### config.mk
export PLATFORM = sky130hd
export DESIGN_NAME = rqp_top
export DESIGN_NICKNAME = d
export VERILOG_FILES = /design/src/rtl/rqp_pkg.sv /design/src/rtl/rqp_top.sv
export VERILOG_INCLUDE_DIRS = /design/src /design/src/rtl
export SDC_FILE = /design/constraint.sdc
export NUM_CORES = 1
export LEC_CHECK = 0
export ABC_AREA = 1
export BUFFER_PORTS_ARGS = -buffer_cell sky130_fd_sc_hd__buf_2
export CAP_MARGIN = 0
export CELL_PAD_IN_SITES_DETAIL_PLACEMENT = 1
export CELL_PAD_IN_SITES_GLOBAL_PLACEMENT = 1
export CORE_ASPECT_RATIO = 2
export CORE_MARGIN = 8
export CORE_UTILIZATION = 35
export DETAILED_ROUTE_END_ITERATION = 16
export GPL_TIMING_DRIVEN = 0
export PLACE_DENSITY = 0.79
export SYNTH_ARGS = -nofsm -noshare
export SYNTH_HDL_FRONTEND = slang
export SYNTH_SLANG_ARGS = --single-unit
### constraint.sdc
create_clock -name clk_i -period 7.2 [get_ports clk_i]
set_clock_uncertainty 0.1 [all_clocks]
set_input_delay 2.16 -clock clk_i [delete_from_list [all_inputs] [get_ports clk_i]]
set_output_delay 2.16 -clock clk_i [all_outputs]
set_load 0.02 [all_outputs]
### src/rtl/rqp_cfg.svh
`ifndef RQP_CFG_SVH
`define RQP_CFG_SVH

// ==================================================
// Clock and oscillator rates
`define RQP_CLK_KHZ      200000
`define RQP_XTAL_KHZ     3579
`define RQP_RES_KHZ      455

// ==================================================
// Ring integrator
`define RQP_UP_HZ        800
`define RQP_DN_HZ        400
`define RQP_QUAL_CNT     48
`define RQP_DISQ_CNT     32
`define RQP_CNT_MAX      63

// ==================================================
// Carrier and data timing, in ms
`define RQP_ACQ_MS       14
`define RQP_DROP_MS      8
`define RQP_MARK_MS      10

// ==================================================
// Register map and fields
`define RQP_ADR_CTRL     8'h00
`define RQP_ADR_STATUS   8'h04
`define RQP_ADR_COUNT    8'h08
`define RQP_CTRL_WAKE    0
`define RQP_ST_RING      0
`define RQP_ST_CARR      1
`define RQP_ST_VALID     2
`define RQP_ST_MODE_LO   4
`define RQP_ST_CLKSEL    8

// ==================================================
// Reset value of the synchronised inputs
`define RQP_SYNC_RST     7'h60

`endif

### src/rtl/rqp_pkg.sv
package rqp_pkg;

  // ==================================================
  // Power modes
  typedef enum logic [1:0] {
    RQP_STANDBY,
    RQP_RING,
    RQP_ACTIVE
  } rqp_mode_t;

  // ==================================================
  // Synchronised pin levels
  typedef struct packed {
    logic wake_n;
    logic rt_n;
    logic energy;
    logic level;
    logic clk_sel;
    logic carrier;
    logic demod;
  } rqp_line_t;

endpackage

### src/rtl/rqp_top.sv
`timescale 1ns/100ps
`include "rqp_cfg.svh"


module rqp_top #(
  parameter int unsigned CLK_KHZ  = `RQP_CLK_KHZ,
  parameter int unsigned XTAL_KHZ = `RQP_XTAL_KHZ,
  parameter int unsigned RES_KHZ  = `RQP_RES_KHZ,
  parameter int unsigned CNT_W    = 6
) (
  // Clock and reset
  input  wire logic        clk_i,
  input  wire logic        rst_i,
  // Wishbone slave
  input  wire logic        wb_cyc_i,
  input  wire logic        wb_stb_i,
  input  wire logic        wb_we_i,
  input  wire logic [7:0]  wb_adr_i,
  input  wire logic [3:0]  wb_sel_i,
  input  wire logic [31:0] wb_dat_i,
  output logic      [31:0] wb_dat_o,
  output logic             wb_ack_o,
  // Line and control pins
  input  wire logic        wake_request_n_i,
  input  wire logic        ring_timer_gate_n_i,
  input  wire logic        line_energy_in_i,
  input  wire logic        ring_level_in_i,
  input  wire logic        clock_source_select_i,
  // Analog demodulator
  input  wire logic        carrier_present_i,
  input  wire logic        demod_bit_i,
  // Power enables
  output logic             osc_en_o,
  output logic             ring_en_o,
  output logic             demod_en_o,
  // Open-drain indicators
  output logic             ring_valid_n_o,
  output logic             ring_valid_n_oe_o,
  output logic             carrier_valid_n_o,
  output logic             carrier_valid_n_oe_o,
  // Data outputs
  output logic             raw_data_out_o,
  output logic             validated_data_out_o
);

  // ==================================================
  // Derived counts
  localparam logic [15:0] XTAL_PRE = 16'(CLK_KHZ / XTAL_KHZ - 1);
  localparam logic [15:0] RES_PRE  = 16'(CLK_KHZ / RES_KHZ - 1);
  localparam logic [15:0] XTAL_UP  = 16'(XTAL_KHZ * 1000 / `RQP_UP_HZ - 1);
  localparam logic [15:0] RES_UP   = 16'(RES_KHZ * 1000 / `RQP_UP_HZ - 1);
  localparam logic [15:0] XTAL_MS  = 16'(XTAL_KHZ - 1);
  localparam logic [15:0] RES_MS   = 16'(RES_KHZ - 1);
  localparam logic [CNT_W-1:0] CNT_MAX  = CNT_W'(`RQP_CNT_MAX);
  localparam logic [CNT_W-1:0] CNT_QUAL = CNT_W'(`RQP_QUAL_CNT);
  localparam logic [CNT_W-1:0] CNT_DISQ = CNT_W'(`RQP_DISQ_CNT);
  localparam logic [7:0]  ACQ_LAST  = 8'(`RQP_ACQ_MS - 1);
  localparam logic [7:0]  DROP_LAST = 8'(`RQP_DROP_MS);
  localparam logic [7:0]  MARK_LAST = 8'(`RQP_MARK_MS - 1);
  localparam logic [6:0]  SYNC_RST  = `RQP_SYNC_RST;

  // ==================================================
  // Input synchronisers
  logic [6:0]          async_in;
  logic [6:0]          sync_w;
  rqp_pkg::rqp_line_t  line_s;

  assign async_in = {wake_request_n_i, ring_timer_gate_n_i, line_energy_in_i,
                     ring_level_in_i, clock_source_select_i, carrier_present_i,
                     demod_bit_i};

  for (genvar g = 0; g < 7; g++) begin : g_sync
    logic meta_q;
    logic sync_q;
    always_ff @(posedge clk_i) begin
      if (rst_i) begin
        meta_q <= SYNC_RST[g];
        sync_q <= SYNC_RST[g];
      end else begin
        meta_q <= async_in[g];
        sync_q <= meta_q;
      end
    end
    assign sync_w[g] = sync_q;
  end

  assign line_s = rqp_pkg::rqp_line_t'(sync_w);

  // ==================================================
  // Power mode
  rqp_pkg::rqp_mode_t mode_q;
  rqp_pkg::rqp_mode_t mode_d;
  logic               ctrl_wake_q;
  logic               wake;
  logic               osc_on;

  assign wake   = ~line_s.wake_n | ctrl_wake_q;
  assign osc_on = (mode_q != rqp_pkg::RQP_STANDBY);

  always_comb begin
    if (wake) begin
      mode_d = rqp_pkg::RQP_ACTIVE;
    end else if (~line_s.rt_n | line_s.energy) begin
      mode_d = rqp_pkg::RQP_RING;
    end else begin
      mode_d = rqp_pkg::RQP_STANDBY;
    end
  end

  logic osc_en_q;
  logic ring_en_q;
  logic demod_en_q;

  always_ff @(posedge clk_i) begin
    if (rst_i) begin
      mode_q     <= rqp_pkg::RQP_STANDBY;
      osc_en_q   <= 1'b0;
      ring_en_q  <= 1'b0;
      demod_en_q <= 1'b0;
    end else begin
      mode_q     <= mode_d;
      osc_en_q   <= (mode_d != rqp_pkg::RQP_STANDBY);
      ring_en_q  <= (mode_d != rqp_pkg::RQP_STANDBY);
      demod_en_q <= (mode_d == rqp_pkg::RQP_ACTIVE);
    end
  end

  // ==================================================
  // Oscillator model and rate dividers
  // Rates follow the selected source, so a wrong select shows as wrong timing
  logic [15:0] pre_q;
  logic [15:0] up_q;
  logic [15:0] ms_q;
  logic        half_q;
  logic        osc_tick;
  logic        up_tick;
  logic        dn_tick;
  logic        ms_tick;
  logic [15:0] pre_last;
  logic [15:0] up_last;
  logic [15:0] ms_last;

  assign pre_last = line_s.clk_sel ? XTAL_PRE : RES_PRE;
  assign up_last  = line_s.clk_sel ? XTAL_UP : RES_UP;
  assign ms_last  = line_s.clk_sel ? XTAL_MS : RES_MS;
  assign osc_tick = osc_on & (pre_q >= pre_last);
  assign up_tick  = osc_tick & (up_q >= up_last);
  assign dn_tick  = up_tick & half_q;
  assign ms_tick  = osc_tick & (ms_q >= ms_last);

  always_ff @(posedge clk_i) begin
    if (rst_i || !osc_on) begin
      pre_q <= 16'h0000;
    end else if (osc_tick) begin
      pre_q <= 16'h0000;
    end else begin
      pre_q <= pre_q + 16'h0001;
    end
  end

  always_ff @(posedge clk_i) begin
    if (rst_i || !osc_on) begin
      up_q   <= 16'h0000;
      half_q <= 1'b0;
    end else if (up_tick) begin
      up_q   <= 16'h0000;
      half_q <= ~half_q;
    end else if (osc_tick) begin
      up_q   <= up_q + 16'h0001;
    end
  end

  always_ff @(posedge clk_i) begin
    if (rst_i || !osc_on) begin
      ms_q <= 16'h0000;
    end else if (ms_tick) begin
      ms_q <= 16'h0000;
    end else if (osc_tick) begin
      ms_q <= ms_q + 16'h0001;
    end
  end

  // ==================================================
  // Ring integrator
  logic [CNT_W-1:0] cnt_q;

  always_ff @(posedge clk_i) begin
    if (rst_i || !osc_on) begin
      cnt_q <= '0;
    end else if (up_tick && line_s.level) begin
      if (cnt_q != CNT_MAX) begin
        cnt_q <= cnt_q + CNT_W'(1);
      end
    end else if (dn_tick && !line_s.level) begin
      if (cnt_q != '0) begin
        cnt_q <= cnt_q - CNT_W'(1);
      end
    end
  end

  // ==================================================
  // Ring qualification with hysteresis
  logic ring_q;
  logic ring_d;
  logic ring_n_q;

  always_comb begin
    ring_d = ring_q;
    if (!osc_on) begin
      ring_d = 1'b0;
    end else if (cnt_q >= CNT_QUAL) begin
      ring_d = 1'b1;
    end else if (cnt_q <= CNT_DISQ) begin
      ring_d = 1'b0;
    end
  end

  always_ff @(posedge clk_i) begin
    if (rst_i) begin
      ring_q   <= 1'b0;
      ring_n_q <= 1'b1;
    end else begin
      ring_q   <= ring_d;
      ring_n_q <= ~ring_d;
    end
  end

  // ==================================================
  // Carrier valid with acquisition and dropout hold
  // Millisecond granularity; the hold spans at least the full dropout time
  logic       carr_q;
  logic       carr_n_q;
  logic [7:0] acq_q;
  logic [7:0] drop_q;

  always_ff @(posedge clk_i) begin
    if (rst_i || mode_q != rqp_pkg::RQP_ACTIVE) begin
      carr_q   <= 1'b0;
      carr_n_q <= 1'b1;
      acq_q    <= 8'h00;
      drop_q   <= 8'h00;
    end else if (!carr_q) begin
      drop_q <= 8'h00;
      if (!line_s.carrier) begin
        acq_q <= 8'h00;
      end else if (ms_tick) begin
        if (acq_q >= ACQ_LAST) begin
          carr_q   <= 1'b1;
          carr_n_q <= 1'b0;
          acq_q    <= 8'h00;
        end else begin
          acq_q <= acq_q + 8'h01;
        end
      end
    end else begin
      acq_q <= 8'h00;
      if (line_s.carrier) begin
        drop_q <= 8'h00;
      end else if (ms_tick) begin
        if (drop_q >= DROP_LAST) begin
          carr_q   <= 1'b0;
          carr_n_q <= 1'b1;
          drop_q   <= 8'h00;
        end else begin
          drop_q <= drop_q + 8'h01;
        end
      end
    end
  end

  // ==================================================
  // Validation: a steady mark run ends the alternating preamble
  logic       valid_q;
  logic [7:0] mark_q;

  always_ff @(posedge clk_i) begin
    if (rst_i || !carr_q) begin
      valid_q <= 1'b0;
      mark_q  <= 8'h00;
    end else if (!line_s.demod) begin
      mark_q <= 8'h00;
    end else if (ms_tick && !valid_q) begin
      if (mark_q >= MARK_LAST) begin
        valid_q <= 1'b1;
      end else begin
        mark_q <= mark_q + 8'h01;
      end
    end
  end

  // ==================================================
  // Data outputs
  // Bits pass unretimed, so the 1200 bps framing is the demodulator's
  logic raw_q;
  logic doc_q;

  always_ff @(posedge clk_i) begin
    if (rst_i) begin
      raw_q <= 1'b1;
      doc_q <= 1'b1;
    end else begin
      raw_q <= carr_q ? line_s.demod : 1'b1;
      doc_q <= (carr_q && valid_q) ? line_s.demod : 1'b1;
    end
  end

  // ==================================================
  // Wishbone slave
  logic        ack_q;
  logic [31:0] dat_q;
  logic        req;
  logic [31:0] status;

  assign req = wb_cyc_i & wb_stb_i & ~ack_q;

  always_comb begin
    status = 32'h0000_0000;
    status[`RQP_ST_RING]                   = ring_q;
    status[`RQP_ST_CARR]                   = carr_q;
    status[`RQP_ST_VALID]                  = valid_q;
    status[`RQP_ST_MODE_LO+1:`RQP_ST_MODE_LO] = mode_q;
    status[`RQP_ST_CLKSEL]                 = line_s.clk_sel;
  end

  always_ff @(posedge clk_i) begin
    if (rst_i) begin
      ack_q <= 1'b0;
    end else begin
      ack_q <= req;
    end
  end

  always_ff @(posedge clk_i) begin
    if (rst_i) begin
      ctrl_wake_q <= 1'b0;
    end else if (req && wb_we_i && wb_sel_i[0] && wb_adr_i == `RQP_ADR_CTRL) begin
      ctrl_wake_q <= wb_dat_i[`RQP_CTRL_WAKE];
    end
  end

  always_ff @(posedge clk_i) begin
    if (rst_i) begin
      dat_q <= 32'h0000_0000;
    end else if (req) begin
      unique case (wb_adr_i)
        `RQP_ADR_CTRL: begin
          dat_q <= {31'h0000_0000, ctrl_wake_q};
        end
        `RQP_ADR_STATUS: begin
          dat_q <= status;
        end
        `RQP_ADR_COUNT: begin
          dat_q <= 32'(cnt_q);
        end
        default: begin
          dat_q <= 32'h0000_0000;
        end
      endcase
    end
  end

  // ==================================================
  // Output drive
  assign wb_ack_o             = ack_q;
  assign wb_dat_o             = dat_q;
  assign osc_en_o             = osc_en_q;
  assign ring_en_o            = ring_en_q;
  assign demod_en_o           = demod_en_q;
  assign ring_valid_n_o       = ring_n_q;
  assign ring_valid_n_oe_o    = ring_q;
  assign carrier_valid_n_o    = carr_n_q;
  assign carrier_valid_n_oe_o = carr_q;
  assign raw_data_out_o       = raw_q;
  assign validated_data_out_o = doc_q;

endmodule
==> results of run 1 <==
report_power, final:
group	internal [W]	total (W)	switching, W
clock	0.000517	0.000821	0.000304
sequential	0.000633	0.000637	0.00000336
combinational	0.0000250	0.0000679	0.0000429
per-layer routing:
metal,track usage,up-vias,part of all wire
met3,0.0383,25,0.033
li1,-,2444,-
met4,0.0561,0,0.020
met2,0.252,78,0.52
met1,0.148,2232,0.43
met5,0,-,0
sequential cells by signal, summed over array words and instances, names as in the netlist, 6 cells and up:
signal,count
up_q,16
wb_dat_o,7
ms_q,16
acq_q,8
drop_q,8
cnt_q,6
mark_q,8
pre_q,16
g_sync.meta_q,7
g_sync.sync_q,7
worst max path at each step:
| stage | start | end | slack, ps | depth (start not counted) |
|---|---|---|---|---|
| 6_report | g_sync[2].sync_q | cnt_q[5] | 3300 | 20 |
| 5_1_grt | g_sync[2].sync_q | cnt_q[5] | 2970 | 20 |
| 4_1_cts | g_sync[2].sync_q | cnt_q[5] | 3220 | 20 |
| 3_5_place_dp | rst_i | up_q[11] | 3200 | 8 |
| 3_3_place_gp | rst_i | up_q[12] | 3160 | 8 |
| 2_1_floorplan | rst_i | up_q[12] | 3720 | 8 |
placed cells by master (no fill, tap or decap), types with 13 or more instances in the layout:
| cell type | instances |
|---|---|
| buf_2 | 40 |
| dfxtp_1 | 113 |
| nand3_1 | 27 |
| nor3_1 | 13 |
| nand4_1 | 16 |
| inv_1 | 118 |
| clkbuf_16 | 17 |
| a21oi_1 | 68 |
| o21ai_0 | 28 |
| nand2_1 | 120 |
| buf_4 | 26 |
| nor2_1 | 78 |
| ha_1 | 33 |
| conb_1 | 31 |
area by class of cell:
cell class	instances	area (um2)	area share
Multi-Input combinational cell	488	2630	0.397
Sequential cell	113	2260	0.342
Inverter	120	450	0.0681
Clock buffer	19	443	0.0670
Buffer	36	259	0.0392
Tap cell	201	251	0.0380
Timing Repair Buffer	37	185	0.0280
Clock inverter	12	135	0.0204
logic make-up after synthesis:
kind of cell,after synthesis
AO/OA/AOI/OAI,119
XOR/XNOR,7
adder cells (fa/ha/maj),34
buffers and inverters,156
flip-flops,113
other,1
AND/OR/NAND/NOR,297
worst max-delay path, stage by stage (launching register included):
cell and delay, ps:
dfxtp_1 540, inv_1 320, ha_1 370, inv_1 40, nor3_1 170, nand2_1 70
nand2_1 90, nand2_1 90, nand2_1 150, nand3_1 250, ha_1 420, a21oi_1 240
o21ai_0 110, a31oi_1 240, inv_1 100, nand2_1 90, nand2_1 80, inv_1 80
nand3_1 60, nand2_1 80, nor2_1 60
stage by stage:
step | instance area (um2) | setup slack (ps) | power [W] | utilization
finish | 6610 | 3300 | 0.00153 | 0.426
global route | 6610 | 2970 | 0.00157 | 0.426
CTS | 6610 | 3220 | 0.00154 | 0.426
detailed placement | 6030 | 3200 | 0.000717 | 0.388
global placement | 6030 | 3160 | 0.000715 | 0.388
floorplan | 5600 | 3720 | 0.000699 | -
==> results.sh, run 1 <==
export IMPL_grt_util_all_layers=0.139
export IMPL_grt_overflow=0
export IMPL_dieArea_um2=20200
export IMPL_first_pass_iters=4
export IMPL_syn2layout_area_growth_pct=20.6
export IMPL_diodes=0
export IMPL_ir_drop_mv=0.170
export IMPL_clock_root_buffer="clkbuf_16"
export IMPL_finalNonFillerCells=1026
export IMPL_cts_hold_buffers=0
export IMPL_synth_async_reset_ratio=0
export IMPL_synth_area_per_cell_um2=7.55
export IMPL_cts_tree="built"
export IMPL_cts_repair_resized=0
export IMPL_yosys_warnings=0
export IMPL_r2r_slack_ps=3300
export IMPL_slew_viol_final=0
export IMPL_port_buffers=37
export IMPL_finalHoldViolCount=0
export IMPL_grt_pass1_vias=5048
export IMPL_min_from="g_sync[5].meta_q"
export IMPL_io_pins=98
export IMPL_ys_seq_elements=113
export IMPL_clk_pin_slew_worst_paths_ps=60
export IMPL_routed_wirelength_um=13600
export IMPL_layout_drive_gt1_share=0.155
export IMPL_cp_start_kind="flip-flop"
export IMPL_synthAdderAreaFrac=0.0789
export IMPL_cts_buffers=17
export IMPL_synth_area_um2=5490
export IMPL_first_iter_violations=113
export IMPL_power_density_nw_per_um2=231
export IMPL_post_cts_buffers=0
export IMPL_ys_flop_type="dfxtp_1"
export IMPL_h_tree_depth=4
export IMPL_grt_start_max_net_pins=17
export IMPL_ys_top_cells_by_area="dfxtp_1 (41%), nand2_1 (8.2%), inv_1 (8.1%)"
export IMPL_muxShareOfSynthArea=0
export IMPL_run_status="finished clean"
export IMPL_synth_most_common_cell="nand2_1"
export IMPL_vias=4779
export IMPL_fin_crit_ps=3900
export IMPL_clkSinkCount=113
export IMPL_rsz0062_at_grt="false"
export IMPL_seq_area_frac_synth=0.412
export IMPL_synth_cells=727
export IMPL_hpwlAfterDp_um=10100
export IMPL_nNetsFinal=903
export IMPL_synth_top_area_cell="dfxtp_1"
export IMPL_yosys_area_share_simple=0.248
export IMPL_worstSetupEndpointType="flip-flop"
export IMPL_synthXorXnorAreaFrac=0.0112
export IMPL_synth_edf_count=0
export IMPL_leakagePower_nw=2.79
export IMPL_ant_nets=0
export IMPL_start_util=0.353
export IMPL_die_w_um=105
export IMPL_viasPerCell=4.66
export IMPL_fmax_mhz=256
export IMPL_slew_headroom=0.508
export IMPL_grt_pass1_wl_um=23000
export IMPL_criticalPathCategory="flip-flop to flip-flop"
export IMPL_fin_crit_sh=0.542
export IMPL_r2r_start="g_sync[2].sync_q"
export IMPL_hold_slack_ps=309
export IMPL_maxCapViolations=0
export IMPL_gp_congestion=0.804
export IMPL_fin_tns_setup_ps=0
export IMPL_cp_arrival_ps=4100
export IMPL_hold_class="flip-flop to flip-flop"
export IMPL_rows=65
export IMPL_synth_top_cell_area_share=0.412
export IMPL_clock_path_buffers=2
export IMPL_whs_endpoint="g_sync[5].sync_q"
export IMPL_post_drt_wl_per_cell_um=13.2
export IMPL_fillCellCount=1981
export IMPL_setup_violations_final=0
export IMPL_required_ps=7400
export IMPL_synth_top_family_by_area="simple AND/OR/NAND/NOR gates"
export IMPL_worst_path_max_fanout=10
export IMPL_core_um2=15500
export IMPL_worst_r2r_cell_count=20
export IMPL_synth_common_cells="nand2_1 (120), inv_1 (118), dfxtp_1 (113)"
export IMPL_antenna_found_initial=0
export IMPL_synthDistinctLibCells=40
export IMPL_synth_compound_area_share=0.120
export IMPL_remaining_drc_errors=0
export IMPL_worst_pin_slew_ps=731
export IMPL_worstReg2RegEnd="cnt_q[5]"
export IMPL_die_h_um=193
export IMPL_clkLatencyLatePin_ps=410
export IMPL_dp_cells=995
export IMPL_hold_depth=1
Note: power is estimated with default switching activity, not from simulation.
==> inputs of run 2 (changes only) <==
--- a/config.mk
+++ b/config.mk
@@ -16,7 +16,7 @@
 export CORE_UTILIZATION = 35
 export DETAILED_ROUTE_END_ITERATION = 16
 export GPL_TIMING_DRIVEN = 0
-export PLACE_DENSITY = 0.79
+export PLACE_DENSITY = 0.82
 export SYNTH_ARGS = -nofsm -noshare
 export SYNTH_HDL_FRONTEND = slang
 export SYNTH_SLANG_ARGS = --single-unit
==> constraint.sdc (replaced) <==
create_clock -name clk_i -period 3.1 [get_ports clk_i]
set_clock_uncertainty 0.1 [all_clocks]
set_input_delay 0.93 -clock clk_i [delete_from_list [all_inputs] [get_ports clk_i]]
set_output_delay 0.93 -clock clk_i [all_outputs]
set_load 0.02 [all_outputs]
==> results.sh, run 2 (synthesis results as in run 1) <==
export IMPL_power_density_nw_per_um2=542
export IMPL_fin_tns_setup_ps=0
export IMPL_reg_top3="ms_q x16, pre_q x16, up_q x16"
export IMPL_clock_root_buffer="clkbuf_16"
export IMPL_grt_pass1_wl_um=25300
export IMPL_slew_viol_final=0
export IMPL_worst_path_max_fanout=6
export IMPL_start_util=0.353
export IMPL_ant_nets=0
export IMPL_dpl_instance_area_um2=6030
export IMPL_clock_path_buffers=2
export IMPL_antenna_found_initial=0
export IMPL_leakagePower_nw=2.91
export IMPL_dieArea_um2=20200
export IMPL_die_w_um=105
export IMPL_slew_headroom=0.510
export IMPL_cts_buffers=17
export IMPL_final_area_um2=6990
export IMPL_fin_crit_ps=3040
export IMPL_nNetsFinal=919
export IMPL_clk_pin_slew_worst_paths_ps=60
export IMPL_p_switching_w=0.000873
export IMPL_syn2layout_area_growth_pct=27.4
export IMPL_wl_met1_um=6250
export IMPL_clkLatencyLatePin_ps=420
export IMPL_grt_overflow=0
export IMPL_grt_start_max_net_pins=17
export IMPL_dp_cells=995
export IMPL_die_h_um=193
export IMPL_criticalPathCategory="flip-flop to flip-flop"
export IMPL_power_share_clock=0.564
export IMPL_grt_util_all_layers=0.154
export IMPL_maxCapViolations=0
export IMPL_first_iter_violations=193
export IMPL_pre_cts_slack_ps=-835
export IMPL_h_tree_depth=4
export IMPL_worst_pin_slew_ps=732
export IMPL_clkSinkCount=113
export IMPL_switching_share=0.231
export IMPL_hold_class="flip-flop to flip-flop"
export IMPL_diodes=0
export IMPL_fin_util=0.450
export IMPL_run_status="finished clean"
export IMPL_fin_crit_sh=0.981
export IMPL_worstSetupEndpointType="flip-flop"
export IMPL_gp_congestion=0.801
export IMPL_rsz0062_at_grt="true"
export IMPL_top_layer="met4"
export IMPL_hpwlAfterDp_um=10100
export IMPL_pwr_share_comb=0.046
export IMPL_post_drt_wl_per_cell_um=14.9
export IMPL_cts_tree="built"
export IMPL_internal_power_w=0.00291
export IMPL_rows=65
export IMPL_vias=5002
export IMPL_cp_arrival_ps=3250
export IMPL_viasPerCell=4.80
export IMPL_required_ps=3310
export IMPL_power_share_sequential=0.390
export IMPL_ir_drop_mv=0.393
export IMPL_cts_hold_buffers=0
export IMPL_first_pass_iters=4
export IMPL_io_pins=98
export IMPL_core_um2=15500
export IMPL_grt_pass1_vias=5431
export IMPL_finalHoldViolCount=0
export IMPL_setup_violations_final=0
export IMPL_cp_start_kind="flip-flop"
export IMPL_layout_commonest_cell="inv_1"
export IMPL_fin_ws_ps=58.0
export IMPL_finalNonFillerCells=1043
export IMPL_wl_met3_um=608
export IMPL_fmax_mhz=329
export IMPL_routed_wirelength_um=15600
export IMPL_layout_drive_gt1_share=0.204
export IMPL_remaining_drc_errors=0
export IMPL_port_buffers=37
export IMPL_dr_wl_met2_um=8420
export IMPL_mostFrequentLayoutCells="inv_1 (116), nand2_1 (115), dfxtp_1 (112), nor2_1 (78), a21oi_1 (64)"
## run 2: cell count changes in the layout (fill, tap and decap cells not counted), sizes merged
cell | previous run | this run
bufinv | 2 | 4
buf | 69 | 85
clkbuf | 23 | 22
inv | 122 | 124
clkinv | 4 | 1
clkinvlp | 4 | 5
## run 2: through the flow
step | total power, W | hold WS (ps)
final | 0.00379 | 307
after global routing | 0.00389 | 325
after CTS | 0.00381 | 311
after detailed placement | 0.00167 | 298
after global placement | 0.00166 | 292
after floorplan | 0.00162 | 288
## run 2: area by class of cell
cell class / count / area, um2
fill: 1933 / 8550
inverter: 120 / 454
clock buffer: 18 / 439
buffer: 36 / 259
multi-input combinational: 488 / 2800
tap: 201 / 251
clock inverter: 14 / 203
timing repair buffer: 53 / 318
sequential: 113 / 2270
## run 2: worst max-delay path, stage by stage, from the launching register on
cell	delay (ps)
dfxtp_4	390
clkinvlp_4	110
buf_12	160
ha_4	260
nand2_1	50
nor2_1	150
a21oi_2	80
nand2_2	80
nand2_2	70
nand2_2	100
nand3_4	150
ha_4	300
a21oi_2	130
o21ai_2	70
a31oi_2	190
inv_1	80
nand2_1	80
nand2_1	80
inv_2	70
nand3_2	60
nand2_1	90
nor2_1	60
## run 2: what timing repair did
| item | 4_1_cts | 5_1_grt |
|---|---|---|
| pin swaps | 4 | 12 |
| resized for setup | 16 | 18 |
| setup endpoints to repair | 5 | 4 |
| buffers inserted | 13 | 3 |
## run 2: path summary, 6_finish.rpt
kind               startpoint               end  depth (start not counted)  slack, ps
min reg2reg  g_sync[4].meta_q  g_sync[4].sync_q                          2        310
min          g_sync[4].meta_q  g_sync[4].sync_q                          2        310
max reg2reg  g_sync[2].sync_q          cnt_q[5]                         21         60
max          g_sync[2].sync_q          cnt_q[5]                         21         60
## run 2: metal layers
metal | up-vias | GRT usage
li1 | 2479 | -
met1 | 2399 | 0.160
met2 | 92 | 0.287
met3 | 32 | 0.0419
met4 | 0 | 0.0572
met5 | - | 0
## run 2: power by group through the flow
stage	sequential [W]	clock (W)	combinational (W)
after floorplan	0.00151	0	0.000112
after global routing	0.00148	0.00222	0.000189
after detailed placement	0.00151	0	0.000156
after global placement	0.00151	0	0.000151
final	0.00148	0.00214	0.000173
after CTS	0.00148	0.00216	0.000167
